## config.mk

```make
export PLATFORM = sky130hd
export DESIGN_NAME = fieldbus_slave_exchange_config
export DESIGN_NICKNAME = d
export VERILOG_FILES = /design/src/hw/dp_cfg_pkg.sv /design/src/hw/word_fifo.sv /design/src/hw/fieldbus_slave_exchange_config.sv
export SDC_FILE = /design/constraint.sdc
export NUM_CORES = 1
export LEC_CHECK = 0
export BUFFER_PORTS_ARGS = -buffer_cell sky130_fd_sc_hd__buf_2
export CAP_MARGIN = 20
export CORE_MARGIN = 3
export CORE_UTILIZATION = 55
export CTS_CLUSTER_DIAMETER = 40
export DETAILED_ROUTE_END_ITERATION = 6
export PLACE_DENSITY = 0.87
export SKIP_CTS_REPAIR_TIMING = 1
export SKIP_LAST_GASP = 1
export SLEW_MARGIN = 40
export SYNTH_ARGS = -nofsm -noshare
export SYNTH_HDL_FRONTEND = slang
export SYNTH_SLANG_ARGS = --single-unit
```

## constraint.sdc

```tcl
create_clock -name clk -period 7.27 [get_ports clk]
set_clock_uncertainty 0.05 [all_clocks]
set_input_delay 0.727 -clock clk [delete_from_list [all_inputs] [get_ports clk]]
set_output_delay 0.727 -clock clk [all_outputs]
set_load 0.03 [all_outputs]
```

## src/hw/dp_cfg_pkg.sv

```systemverilog
// Purpose: Shared constants for the fieldbus slave exchange configuration block
// Assumes: 100 MHz clock, word-wide exchange data
// Notes: Identifier bytes follow the configuration identifier byte layout
package dp_cfg_pkg;
   localparam int WORD_W = 16;
   localparam int FIFO_DEPTH = 8;
   localparam int ADDR_W = 7;
   // Identifier byte fields
   localparam int ID_LEN_LSB = 0;
   localparam int ID_LEN_MSB = 3;
   localparam int ID_DIR_LSB = 4;
   localparam int ID_DIR_MSB = 5;
   localparam int ID_WORD_BIT = 6;
   localparam int ID_CONS_BIT = 7;
   localparam logic [7:0] ID_IN5 = 8'hD4;
   localparam logic [7:0] ID_OUT1 = 8'hE0;
   localparam logic [7:0] ID_OUT12 = 8'hEB;
   localparam logic [3:0] LEN_CODE_12 = 4'b1011;
   localparam logic [3:0] LEN_CODE_5 = 4'b0100;
   // Layout word counts
   localparam logic [5:0] IN_WORDS = 6'd5;
   localparam logic [5:0] OUT_WORDS_FULL = 6'd37;
   localparam logic [5:0] OUT_WORDS_SHORT = 6'd13;
   localparam logic [5:0] OMIT_WORDS = 6'd12;
   // Full layout: D4, EB, EB, EB, E0 ; short: D4, E0, EB
   localparam logic [2:0] CFG_LEN_FULL = 3'd5;
   localparam logic [2:0] CFG_LEN_SHORT = 3'd3;
   // Arbitrary identification value, not taken from any real part
   localparam logic [15:0] SLAVE_IDENT = 16'h0A5C;
   typedef enum logic [1:0] {LAYOUT_NONE, LAYOUT_FULL, LAYOUT_SHORT} layout_e;
endpackage

```

## src/hw/word_fifo.sv

```systemverilog
// Purpose: Synchronous FIFO with valid/ready on both sides
// Assumes: Single clock
// Notes: Full and empty come from an occupancy count
`timescale 1ns/1ns
module word_fifo #(
   parameter int WIDTH = 16,
   parameter int DEPTH = 8
) (
   input wire logic clk,
   input wire logic rst_n,
   input wire logic [WIDTH-1:0] inData,
   input wire logic inValid,
   output logic inReady,
   output logic [WIDTH-1:0] outData,
   output logic outValid,
   input wire logic outReady
);
   localparam int PW = $clog2(DEPTH);
   logic [WIDTH-1:0] mem_q [DEPTH];
   logic [PW-1:0] wrPtr_q, wrPtr_d, rdPtr_q, rdPtr_d;
   logic [PW:0] count_q, count_d;
   logic doWr, doRd;

   always_comb begin
      inReady = (count_q != (PW+1)'(DEPTH));
      outValid = (count_q != '0);
      outData = mem_q[rdPtr_q];
      doWr = inValid && inReady;
      doRd = outValid && outReady;
      wrPtr_d = doWr ? ((wrPtr_q == PW'(DEPTH - 1)) ? '0 : wrPtr_q + 1'b1) : wrPtr_q;
      rdPtr_d = doRd ? ((rdPtr_q == PW'(DEPTH - 1)) ? '0 : rdPtr_q + 1'b1) : rdPtr_q;
      count_d = count_q + (PW+1)'(doWr) - (PW+1)'(doRd);
   end

   always_ff @(posedge clk or negedge rst_n) begin
      if (!rst_n) begin
         wrPtr_q <= '0;
         rdPtr_q <= '0;
         count_q <= '0;
      end else begin
         wrPtr_q <= wrPtr_d;
         rdPtr_q <= rdPtr_d;
         count_q <= count_d;
      end
   end

   always_ff @(posedge clk) begin
      if (doWr) begin
         mem_q[wrPtr_q] <= inData;
      end
   end
endmodule

```

## src/hw/fieldbus_slave_exchange_config.sv

```systemverilog
// Purpose: Slave-side configuration check and cyclic word exchange steering
// Assumes: Telegram framing done upstream; requests arrive as decoded strobes
// Notes: Output words pass an 8-word FIFO to the regulation side
`timescale 1ns/1ns
module fieldbus_slave_exchange_config
   import dp_cfg_pkg::*;
(
   input wire logic clk,
   input wire logic rst_n,
   input wire logic [dp_cfg_pkg::ADDR_W-1:0] addrSwitch,
   input wire logic reqValid,
   input wire logic [dp_cfg_pkg::ADDR_W-1:0] reqAddr,
   input wire logic reqIsCfg,
   input wire logic reqIsData,
   input wire logic reqIsIdent,
   input wire logic cfgValid,
   input wire logic [7:0] cfgByte,
   input wire logic cfgLast,
   input wire logic outWordValid,
   input wire logic [dp_cfg_pkg::WORD_W-1:0] outWord,
   output logic outWordReady,
   input wire logic [dp_cfg_pkg::WORD_W-1:0] inWord,
   output logic inWordTake,
   output logic respValid,
   output logic respAck,
   output logic [dp_cfg_pkg::WORD_W-1:0] respData,
   output logic respLast,
   output logic [dp_cfg_pkg::ADDR_W-1:0] stationAddr,
   output logic [1:0] activeLayout,
   output logic useStoredLampValues,
   output logic busLedGreen,
   output logic [dp_cfg_pkg::WORD_W-1:0] regWord,
   output logic regWordValid,
   input wire logic regWordReady
);
   import dp_cfg_pkg::*;

   typedef enum logic [1:0] {ST_IDLE, ST_IN, ST_OUT} xfer_e;

   logic [ADDR_W-1:0] addr1_q, addr2_q, addr3_q, stationAddr_q, stationAddr_d;
   logic [2:0] syncFill_q;
   logic addrTaken_q, addrTaken_d;
   logic [2:0] cfgIdx_q, cfgIdx_d;
   logic cfgFullOk_q, cfgFullOk_d, cfgShortOk_q, cfgShortOk_d;
   layout_e layout_q, layout_d;
   xfer_e st_q, st_d;
   logic [5:0] wordCnt_q, wordCnt_d;
   logic [5:0] outNeed_q, outNeed_d;
   logic led_q, led_d;
   logic respValid_q, respValid_d, respAck_q, respAck_d, respLast_q, respLast_d;
   logic [WORD_W-1:0] respData_q, respData_d;
   logic inTake_q, inTake_d;
   logic forMe, fullByte, shortByte, fifoInReady;
   logic [7:0] fullExp, shortExp;

   // Synchroniser on the rotary switches
   always_ff @(posedge clk or negedge rst_n) begin
      if (!rst_n) begin
         addr1_q <= '0;
         addr2_q <= '0;
         addr3_q <= '0;
         syncFill_q <= '0;
      end else begin
         syncFill_q <= {syncFill_q[1:0], 1'b1};
         addr1_q <= addrSwitch;
         addr2_q <= addr1_q;
         addr3_q <= addr2_q;
      end
   end

   // Expected identifier byte sequences
   always_comb begin
      case (cfgIdx_q)
         3'd0: fullExp = ID_IN5;
         3'd4: fullExp = ID_OUT1;
         default: fullExp = ID_OUT12;
      endcase
      case (cfgIdx_q)
         3'd0: shortExp = ID_IN5;
         3'd1: shortExp = ID_OUT1;
         default: shortExp = ID_OUT12;
      endcase
   end

   always_comb begin
      forMe = reqValid && (reqAddr == stationAddr_q) && addrTaken_q;
      fullByte = (cfgByte == fullExp) && (cfgIdx_q < CFG_LEN_FULL);
      shortByte = (cfgByte == shortExp) && (cfgIdx_q < CFG_LEN_SHORT);
      stationAddr_d = stationAddr_q;
      addrTaken_d = addrTaken_q;
      // Catch once, only after synchroniser agrees after power-up
      // Reset values of the stages agree as well, so wait until all three are filled
      if (!addrTaken_q && syncFill_q[2] && (addr2_q == addr3_q)) begin
         stationAddr_d = addr3_q;
         addrTaken_d = 1'b1;
      end
      cfgIdx_d = cfgIdx_q;
      cfgFullOk_d = cfgFullOk_q;
      cfgShortOk_d = cfgShortOk_q;
      layout_d = layout_q;
      if (forMe && reqIsCfg) begin
         cfgIdx_d = '0;
         cfgFullOk_d = 1'b1;
         cfgShortOk_d = 1'b1;
         layout_d = LAYOUT_NONE;
      end else if (cfgValid) begin
         cfgFullOk_d = cfgFullOk_q && fullByte;
         cfgShortOk_d = cfgShortOk_q && shortByte;
         cfgIdx_d = cfgIdx_q + 3'd1;
         if (cfgLast) begin
            // Layout chosen by configuration; mismatch holds off exchange
            if (cfgFullOk_q && fullByte && (cfgIdx_q == CFG_LEN_FULL - 3'd1)) begin
               layout_d = LAYOUT_FULL;
            end else if (cfgShortOk_q && shortByte && (cfgIdx_q == CFG_LEN_SHORT - 3'd1)) begin
               layout_d = LAYOUT_SHORT;
            end else begin
               layout_d = LAYOUT_NONE;
            end
         end
      end
   end

   always_ff @(posedge clk or negedge rst_n) begin
      if (!rst_n) begin
         stationAddr_q <= '0;
         addrTaken_q <= 1'b0;
         cfgIdx_q <= '0;
         cfgFullOk_q <= 1'b0;
         cfgShortOk_q <= 1'b0;
         layout_q <= LAYOUT_NONE;
      end else begin
         stationAddr_q <= stationAddr_d;
         addrTaken_q <= addrTaken_d;
         cfgIdx_q <= cfgIdx_d;
         cfgFullOk_q <= cfgFullOk_d;
         cfgShortOk_q <= cfgShortOk_d;
         layout_q <= layout_d;
      end
   end

   // Exchange sequencer: input words out, then output words into FIFO
   always_comb begin
      st_d = st_q;
      wordCnt_d = wordCnt_q;
      outNeed_d = outNeed_q;
      led_d = led_q;
      respValid_d = 1'b0;
      respAck_d = 1'b0;
      respLast_d = 1'b0;
      respData_d = respData_q;
      inTake_d = 1'b0;
      outWordReady = 1'b0;
      case (st_q)
         ST_IDLE: begin
            if (forMe && reqIsIdent) begin
               respValid_d = 1'b1;
               respAck_d = 1'b1;
               respLast_d = 1'b1;
               respData_d = SLAVE_IDENT;
            end else if (forMe && reqIsCfg) begin
               respValid_d = 1'b1;
               respAck_d = 1'b1;
               respLast_d = 1'b1;
               respData_d = '0;
            end else if (forMe && reqIsData) begin
               respValid_d = 1'b1;
               if (layout_q == LAYOUT_NONE) begin
                  respAck_d = 1'b0;
                  respLast_d = 1'b1;
                  respData_d = '0;
               end else begin
                  respAck_d = 1'b1;
                  respData_d = inWord;
                  inTake_d = 1'b1;
                  wordCnt_d = 6'd1;
                  st_d = (IN_WORDS == 6'd1) ? ST_OUT : ST_IN;
                  outNeed_d = (layout_q == LAYOUT_FULL) ? OUT_WORDS_FULL : OUT_WORDS_SHORT;
               end
            end
         end
         ST_IN: begin
            respValid_d = 1'b1;
            respAck_d = 1'b1;
            respData_d = inWord;
            inTake_d = 1'b1;
            wordCnt_d = wordCnt_q + 6'd1;
            if (wordCnt_q == IN_WORDS - 6'd1) begin
               respLast_d = 1'b1;
               wordCnt_d = '0;
               st_d = ST_OUT;
            end
         end
         ST_OUT: begin
            outWordReady = fifoInReady;
            if (outWordValid && fifoInReady) begin
               wordCnt_d = wordCnt_q + 6'd1;
               if (wordCnt_q == outNeed_q - 6'd1) begin
                  wordCnt_d = '0;
                  st_d = ST_IDLE;
                  led_d = 1'b1;
               end
            end
         end
         default: st_d = ST_IDLE;
      endcase
   end

   always_ff @(posedge clk or negedge rst_n) begin
      if (!rst_n) begin
         st_q <= ST_IDLE;
         wordCnt_q <= '0;
         outNeed_q <= '0;
         led_q <= 1'b0;
         respValid_q <= 1'b0;
         respAck_q <= 1'b0;
         respLast_q <= 1'b0;
         respData_q <= '0;
         inTake_q <= 1'b0;
      end else begin
         st_q <= st_d;
         wordCnt_q <= wordCnt_d;
         outNeed_q <= outNeed_d;
         led_q <= led_d;
         respValid_q <= respValid_d;
         respAck_q <= respAck_d;
         respLast_q <= respLast_d;
         respData_q <= respData_d;
         inTake_q <= inTake_d;
      end
   end

   word_fifo #(.WIDTH(WORD_W), .DEPTH(FIFO_DEPTH)) u_out_fifo (
      .clk(clk),
      .rst_n(rst_n),
      .inData(outWord),
      .inValid(outWordValid && (st_q == ST_OUT)),
      .inReady(fifoInReady),
      .outData(regWord),
      .outValid(regWordValid),
      .outReady(regWordReady)
   );

   always_comb begin
      respValid = respValid_q;
      respAck = respAck_q;
      respLast = respLast_q;
      respData = respData_q;
      inWordTake = inTake_q;
      stationAddr = stationAddr_q;
      activeLayout = layout_q;
      useStoredLampValues = (layout_q == LAYOUT_SHORT);
      busLedGreen = led_q;
   end
endmodule

```

==> results.md, run 1 <==
* Initial antenna violation count at 1
* Worst slew margin at 0.458
* Number of global-route vias before repair at approximately 5,400
* Overflow after GRT at 0
* Sink Count at roughly 210
* Design area at 10,500 um2
* FF/Latch Area at a little under 6000 um2
* Worst path bufs/invs at 1
* Critical path peak fanout at 35
* Final period util at 0.447
* Post-Place Worst Slack at roughly 4.5 ns
* Detail Route Antenna Nets at 0
* CP Launch Type: flip-flop
* Count of nets after finishing at ~760
* P_leak at 4.25 nW
* Root Buffer: clkbuf_16
* Crit path launch: u_out_fifo.rdPtr_q[0]
* Drt drc at 0
* Grt met1 use at 0.266
* Share of cells above drive strength 1 at 0.359
* Largest net degree at the start of global routing at 82
* WP data required at about 6.5 ns
* Antenna diodes at 0
* Synthesized Nets at 625
* Worst hold slack at approximately 0.18 ns
* Worst Setup End Kind: output port
* Mapped Cells at around 540
* CORE AREA at about 15,000 um2
* Setup_tns at 0 ns
* CTS H-tree lvls at 1
* Worst path cell trace: mux4_2 > mux2_2 > buf_2
* Clock Path Buffers at 3
* Number of flops mapped to enable cells by yosys at ~130
* Synth cell types at ~70
* Finished Layout Cells at between 900 and 1,000
* IO buf count at ~110
* DRT Wirelength at roughly 17 mm
* Placed Area at 9640 um2
* Compound-Gate Fraction of Synth Area at 0.0638
* Clock Latency Late Sink at 0.50 ns
* Post-synthesis mux area share at 0.121
* CP Class: reg -> out
* VDD IR max at 0.189 mV
* Top-area cell type share of the netlist area at 0.440
* CTS Buf Count at 26
* Highest clock rate at just over 0.3 GHz
* Sequential share of the synthesized area at 0.672
* Post-Synth XOR/XNOR Area at 0.0211
* Family with the most delay on the worst path: multiplexers
* Worst EP arrival at around 2.5 ns
* Main flop type after synthesis: edfxtp_1
* Tightest Pin Transition at slightly below 0.8 ns
* Cell Rows at 45
* Worst setup margin at ~4 ns
* Max Slew Vio Count at 0
* Vias at 5,114
* Syn Area/Cell at 16.2 um2
* DRT Pass-1 Iters at 4
* Slowest CP cell: dfrtp_4
* Yosys top cell by area: edfxtp_1
* Die Ht at about 130 um
* FILL cells at between 1,000 and 1,500
* Final hold violations at 0
* Die X at about 130 um
* Clk slew on worst S/H paths at 0.06 ns
* CTS tree: done
* First-pass GRT wire length at ~28 mm
* Status: complete, no violations
* Setup violations, final at 0
* Initial DRC count at approximately 270
* WL per Instance at slightly below 20 um
* GR Util met3 at 0.0355
* Minimum clock period at 3.25 ns
* Max-Cap Viols at 0
* RSZ-0062 raised after global routing: no
* Syn-to-layout area delta at 20.7%
* I/O Pins at roughly 110
* Worst stage delay on the critical path at 0.87 ns
* Adder-Cell Fraction of Synth Area at 0.0324
* Min-delay worst type: in -> async
* Number of synthesized register bits at 209
* RR Startpoint: st_q[0]
* Placed cells at around 860
* Overall power at 3.79 mW
* Placer Congestion at 0.868
* Mapped cell area at between 8000 and 9000 um2
* Fin util at 0.686
* Dpl hpwl at between 10 and 15 mm
* Synth Warn # at 0
* Global-route usage over all layers at 0.203
* Post-Synth Simple-Gate Area at 0.0691
* Ys async rst share at 0.388
* Vias per cell at ~5.7
* Largest family of logic cells by synthesized area: multiplexers
* Initial Util at 0.568
* Met2 Track Usage GR at 0.356
* Synth top area cells: edfxtp_1 (44%), dfrtp_1 (23%), mux4_2 (8.3%)
* Power per standard cell area at roughly 360 nW/um2
* Area occupied by multi-input gates at between 2000 and 3000 um2
* Die area at between 15,000 and 20,000 um2
* GRT busiest layer: met2
==> power by group <==
group	leakage [nW]	internal [mW]	total (mW)	switching [mW]
Sequential	2.15	1.36	1.54	0.180
Combinational	1.66	0.444	0.966	0.522
Clock	0.438	0.769	1.28	0.511
Total	4.25	2.58	3.79	1.21
==> routing by layer <==
metal,vias to the layer above,part of all wire
met5,-,0.0010
met4,2,0.013
met3,21,0.056
met2,189,0.52
met1,2568,0.41
li1,2334,-
==> cells by family (layout without fill, tap and decap cells) <==
group,after synthesis,after routing
other,1,1
AOI/OAI and AO/OA,67,67
adders and majority gates,22,22
buffers and inverters,45,199
and+or+nand+nor,112,112
DFF,209,209
muxes,62,62
xor gates and xnor gates,21,21
==> placed cells by master (no fill, tap or decap), types with 4 or more instances in the layout <==
cell       count
xor2_1         5
a21oi_1        8
dfrtp_1       79
inv_6          5
ha_1          21
and2_1         5
nand2_1       32
o21ai_0        9
nand2b_1       7
o31ai_1        6
mux4_2        32
nor2_1        22
clkbuf_16     27
a22o_1        12
clkinv_2       5
buf_4          7
edfxtp_1     128
a21o_1         4
inv_1         29
nand4_1        4
nor3_1         4
nand3_1        6
buf_2        111
mux2i_1        4
mux2_2        26
xnor2_1       16
==> cells in the mapped netlist (3+ instances only) <==
| cell | number |
|---|---|
| a21oi_1 | 8 |
| or2_2 | 3 |
| o31ai_1 | 6 |
| xnor2_1 | 16 |
| nor3_1 | 8 |
| inv_1 | 29 |
| ha_1 | 21 |
| xor2_1 | 5 |
| dfrtp_1 | 81 |
| nand4_1 | 4 |
| edfxtp_1 | 128 |
| clkbuf_1 | 10 |
| buf_2 | 5 |
| a22o_1 | 12 |
| mux2_2 | 26 |
| mux4_2 | 32 |
| o21ai_0 | 9 |
| nand2_1 | 32 |
| and2_1 | 5 |
| a41oi_1 | 3 |
| nand2b_1 | 7 |
| nor2_1 | 22 |
| nand3_1 | 6 |
| mux2i_1 | 4 |
| and4b_1 | 3 |
| a21o_1 | 4 |
==> final timing paths <==
kind	endpoint	slack, ns	cells after the start
worst max-delay path	regWord[2]	4.02	3
min in group clk	addr1_q[3]	0.28	1
worst min register to register	addr2_q[4]	0.30	0
worst max register to register	u_out_fifo.mem_q[1][4]	4.58	7
worst min-delay path	addr1_q[2]	0.18	1
max in group asynchronous	u_out_fifo.rdPtr_q[0]	6.38	1
==> layout make-up <==
cell class	count	share of cell area
inverter	29	0.0103
multi-input combinational	285	0.260
sequential	209	0.557
clock inverter	21	0.0204
clock buffer	27	0.0641
tap	211	0.0250
timing repair buffer	122	0.0623
==> registers in the layout, summed over array words and instances (netlist names), 2 cells and up <==
register / count
u_out_fifo.mem_q: 128
respData: 16
addr1_q: 7
addr2_q: 7
addr3_q: 7
stationAddr: 7
wordCnt_q: 6
u_out_fifo.count_q: 4
cfgIdx_q: 3
outNeed_q: 3
syncFill_q: 3
u_out_fifo.rdPtr_q: 3
u_out_fifo.wrPtr_q: 3
activeLayout: 2
st_q: 2
Note: power is estimated with default switching activity, not from simulation.
==> run 2: changes to the inputs <==
Settings changed: ABC_AREA from default to 1, CORE_UTILIZATION 55 to 52.
Clock period 7.27 ns to 2.84 ns, I/O delays scaled along.
==> run 2 against run 1 <==
Synthesized cell count is 58% higher. Via count rose by 30%. Die area up 8.5%. Critical endpoint is now regWord[14]. Largest cell class unchanged. Highest routed layer unchanged.
==> results.md, run 2 <==
* Sink Count at 209
* Tightest Pin Transition at between 0.7 and 0.8 ns
* Ys async rst share at 0.388
* CP Launch Type: flip-flop
* Status: complete, no violations
* Most frequent cell after synthesis: nor2_1
* Worst slew margin at 0.529
* First-pass GRT wire length at roughly 30 mm
* IO buf count at between 100 and 150
* Final hold violations at 0
* Number of flops mapped to enable cells by yosys at about 130
* Drt drc at 0
* Yosys top cell by area: edfxtp_1
* Worst R2R Path Depth at 9
* Worst Setup End Kind: output port
* Design area at about 11,000 um2
* Max-Cap Viols at 0
* Share of cells above drive strength 1 at 0.184
* Initial antenna violation count at 2
* Synthesized Nets at around 940
* Mapped Cells at 853
* Die Ht at about 140 um
* P_leak at about 4.8 nW
* Count of nets after finishing at between 1,000 and 1,500
* Power per standard cell area at approximately 1000 nW/um2
* Synth top cells by count: nor2_1 (145), nand2_1 (144), edfxtp_1 (128), dfrtp_1 (81), o21ai_0 (78)
* Max Slew Vio Count at 0
* Die X at ~140 um
* Initial Util at 0.536
* Register-to-register setup slack at around 0.57 ns
* Worst path cell trace: inv_1 > buf_4 > o21ai_0 > o22ai_1 > nor2_1 > a31oi_1 > buf_2
* VDD IR max at 0.635 mV
* Worst setup margin at 0.253 ns
* Worst EP arrival at around 2.3 ns
* Synth top area cells: edfxtp_1 (43%), dfrtp_1 (23%), nor2_1 (6.1%)
* Number of synthesized register bits at 209
* Largest register FFs at about 130
* WL per Instance at around 16 um
* Final period util at 0.911
* Clk slew on worst S/H paths at about 0.060 ns
* Die area at 18,900 um2
* Detail Route Antenna Nets at 0
* CTS H-tree lvls at 1
* Initial DRC count at around 530
* Post-Place Worst Slack at between 0.6 and 0.7 ns
* Highest clock rate at slightly below 0.4 GHz
* Placed Area at a little under 10,000 um2
* Dpl hpwl at roughly 12 mm
* Setup violations, final at 0
* Synth cell types at 41
* Slowest CP cell: buf_4
* Biggest register: u_out_fifo.mem_q
* RSZ-0062 raised after global routing: no
* Root Buffer: clkbuf_16
* Global-route usage over all layers at 0.199
* Vias at between 6,000 and 7,000
* Synth Warn # at 0
* DRT Pass-1 Iters at 5
* Sequential share of the synthesized area at 0.653
* Top-area cell type share of the netlist area at 0.427
* Most frequent cells in the layout: nor2_1 (145), nand2_1 (144), edfxtp_1 (128)
* Mapped cell area at between 8000 and 9000 um2
* Number of global-route vias before repair at about 6,300
* Placer Congestion at just over 0.8
* Critical path peak fanout at 52
* Worst hold slack at 0.000905 ns
* Clock Latency Late Sink at around 0.50 ns
* Min-delay worst type: in -> reg
* CP Class: reg -> out
* RR Endpoint: activeLayout[1]
* Vias per cell at 5.39
* Overflow after GRT at 0
* I/O Pins at ~110
* Worst stage delay on the critical path at 0.41 ns
* CTS Buf Count at 25
* DRT Wirelength at approximately 20 mm
* Fin util at 0.649
* Syn-to-layout area delta at 20.9%
* RR Startpoint: cfgIdx_q[0]
* Most common cell after layout, fill and taps aside: nor2_1
* Minimum clock period at between 2 and 3 ns
* Main flop type after synthesis: edfxtp_1
* Largest net degree at the start of global routing at 82
* Crit path launch: u_out_fifo.rdPtr_q[0]
* Clock Path Buffers at 3
* WP data required at around 2.5 ns
* Cell Rows at 47
* CORE AREA at 16,800 um2
* Syn Area/Cell at about 11 um2
* Crit path to: regWord[14]
* Setup_tns at 0 ns
* CTS tree: done
[run 2: cell count changes after synthesis, sizes merged, moves of 26 or more]
cell | previous run | this run
inv | 29 | 79
mux2 | 26 | 0
mux4 | 32 | 0
nand2 | 33 | 151
nand3 | 6 | 47
nor2 | 22 | 147
o21ai | 11 | 87
[run 2: critical path: cells and delay by family (launching register included)]
family	cells	cell delay, ns
buffers and inverters	3	0.72
flip-flops	1	0.40
AO/OA/AOI/OAI	3	0.56
AND/OR/NAND/NOR	1	0.07
[run 2: per-layer routing]
layer	vias to the layer above	global-route usage	share of wire	wire (um)
li1	3175	-	-	-
met1	3115	0.249	0.38	7440
met2	312	0.336	0.50	9870
met3	56	0.0471	0.094	1860
met4	4	0.0776	0.031	604
met5	-	0	0.00071	14
[run 2: area by class of cell]
cell class | count | area (um2)
Fill cell | 1152 | 5890
Sequential cell | 209 | 5870
Multi-Input combinational cell | 536 | 2690
Timing Repair Buffer | 146 | 876
Clock buffer | 36 | 790
Inverter | 80 | 303
Tap cell | 220 | 275
Clock inverter | 9 | 66.3
Antenna cell | 1 | 2.50
[run 2: metrics by stage]
stage	cells	total power, mW
finish	1237	10.8
global route	1236	11.4
CTS	1216	10.8
detailed placement	1171	7.60
global placement	1171	7.44
floorplan	853	6.60
[run 2: logic make-up (layout without fill, tap and decap cells)]
kind of cell | Yosys count | in the layout | synth area share
simple gates | 369 | 369 | 0.174
xor+xnor | 11 | 11 | 0.0107
flops | 209 | 209 | 0.653
compound gates | 133 | 133 | 0.0822
other cells | 1 | 2 | 0.000417
buf+inv | 108 | 271 | 0.0480
fa+ha+maj | 22 | 22 | 0.0314
[run 2: report_power, final]
group | switching, mW | internal, mW
Sequential | 0.220 | 3.60
Clock | 1.20 | 1.95
Combinational | 2.67 | 1.14
Total | 4.09 | 6.69
[run 2: how the worst min path moves through the flow]
| stage | startpoint | to | slack [ns] | depth (start not counted) |
|---|---|---|---|---|
| after detailed placement | syncFill_q[1] | syncFill_q[2] | 0.29 | 0 |
| final | outWord[6] | u_out_fifo.mem_q[5][6] | 0.0009 | 1 |
| after global placement | addr1_q[6] | addr2_q[6] | 0.28 | 0 |
| after floorplan | rst_n | activeLayout[0] | -0.06 | 0 |
| after global routing | outWord[6] | u_out_fifo.mem_q[6][6] | -0.003 | 1 |
| after CTS | rst_n | respData[4] | -0.22 | 1 |
==> run 3: changes to the inputs <==
Settings changed: CELL_PAD_IN_SITES_DETAIL_PLACEMENT from default to 1, CELL_PAD_IN_SITES_GLOBAL_PLACEMENT from default to 1, CORE_UTILIZATION 52 to 41, HOLD_SLACK_MARGIN from default to 0.05.
==> run 3 against run 2 <==
Critical path depth unchanged. Core utilization down 12 points. Final area up 3.4%. Critical path type unchanged. Critical endpoint is now regWord[5]. Largest cell class unchanged.
==> results.md, run 3 (synthesis gave the netlist of run 2 again) <==
* Dpl hpwl at 14.7 mm
* Worst hold slack at slightly below 0.03 ns
* I/O Pins at 113
* Overflow after GRT at 0
* RSZ-0062 raised after global routing: no
* DRT Wirelength at ~25 mm
* Share of cells above drive strength 1 at 0.185
* CORE AREA at between 20,000 and 25,000 um2
* P_leak at 4.89 nW
* Setup_tns at 0 ns
* Antenna diodes at 0
* Initial Util at 0.422
* Worst slew margin at 0.525
* DRT Pass-1 Iters at 5
* Setup violations, final at 0
* Sink Count at approximately 210
* Status: complete, no violations
* Max-Cap Viols at 0
* Root Buffer: clkbuf_16
* Most common cell after layout, fill and taps aside: nor2_1
* IO buf count at roughly 110
* Overall power at 11.4 mW
* Detail Route Antenna Nets at 0
* Vias per cell at approximately 5.2
* Initial DRC count at approximately 400
* Worst EP arrival at 2.28 ns
* Most frequent cells in the layout: nor2_1 (145), nand2_1 (144), edfxtp_1 (128)
* Final period util at 0.920
* VDD IR max at roughly 0.6 mV
* Syn-to-layout area delta at 25.1%
* Power per standard cell area at just over 1000 nW/um2
* WL per Instance at between 15 and 20 um
* Die X at around 150 um
* Fin util at 0.528
* WP data required at approximately 2.5 ns
* First-pass GRT wire length at about 38 mm
* Max Slew Vio Count at 0
* Clk slew on worst S/H paths at ~0.06 ns
* Die Ht at between 150 and 200 um
* Global-route usage over all layers at 0.193
* Clock Path Buffers at 3
* Worst setup margin at 0.227 ns
* Largest register FFs at ~130
* Minimum clock period at roughly 2.6 ns
* Largest net degree at the start of global routing at 82
* Cell Rows at 53
* Biggest register: u_out_fifo.mem_q
* Initial antenna violation count at 2
* Highest clock rate at 0.383 GHz
* CTS tree: done
* Vias at around 6,900
* Drt drc at 0
* Min-delay worst type: in -> reg
* Number of global-route vias before repair at 7,362
* Post-Place Worst Slack at 0.727 ns
* Count of nets after finishing at around 1,100
* Final hold violations at 0
* Tightest Pin Transition at about 0.7 ns
* Worst Setup End Kind: output port
* Critical path peak fanout at 18
* CP Launch Type: flip-flop
* Clock Latency Late Sink at between 0.5 and 0.6 ns
* CTS Buf Count at 28
* Die area at approximately 24,000 um2
* CP Class: reg -> out
* Placer Congestion at 0.813
* CTS H-tree lvls at 1
==> run 3: critical path: stages, from the launching register on <==
cell and delay, ns:
dfrtp_1 0.37, inv_1 0.23, buf_4 0.31, o21ai_0 0.13, o22ai_1 0.19, nor2_1 0.10, a31oi_1 0.17, buf_2 0.22
==> run 3: where the power goes <==
part / internal [mW] / total, mW / switching, mW
Clock: 2.10 / 3.54 / 1.44
Sequential: 3.60 / 3.83 / 0.234
Combinational: 1.19 / 4.00 / 2.81
==> run 3: per-layer routing <==
| layer | share of wire | vias up | wire, um | track usage |
|---|---|---|---|---|
| met1 | 0.39 | 3394 | 9560 | 0.242 |
| met2 | 0.52 | 225 | 12700 | 0.340 |
| li1 | - | 3217 | - | - |
| met3 | 0.066 | 57 | 1610 | 0.0414 |
| met4 | 0.027 | 4 | 671 | 0.0484 |
| met5 | 0.0011 | - | 26 | 0 |
==> run 3: area by class of cell <==
type                       instances  area, um2
tap                              275        344
fill                            2309      10000
inverter                          80        303
clock inverter                    21        229
clock buffer                      31        732
sequential                       209       5870
multi-input combinational        536       2690
timing repair buffer             165       1080
==> run 3: metrics by stage <==
step,cell area [um2],std cells
after floorplan,8990,853
after global placement,9900,1227
after detailed placement,9900,1227
after CTS,10900,1279
after global routing,11200,1317
final,11200,1317
==> run 3: final timing paths <==
check,depth (start not counted),slack [ns],start,to
worst max-delay path,7,0.23,u_out_fifo.rdPtr_q[1],regWord[5]
worst min register to register,0,0.30,addr1_q[0],addr2_q[0]
worst min-delay path,5,0.03,inWord[4],respData[4]
worst max register to register,9,0.53,cfgIdx_q[0],activeLayout[1]
max in group asynchronous,2,1.90,rst_n,u_out_fifo.rdPtr_q[0]
min in group asynchronous,2,0.33,rst_n,addr1_q[5]
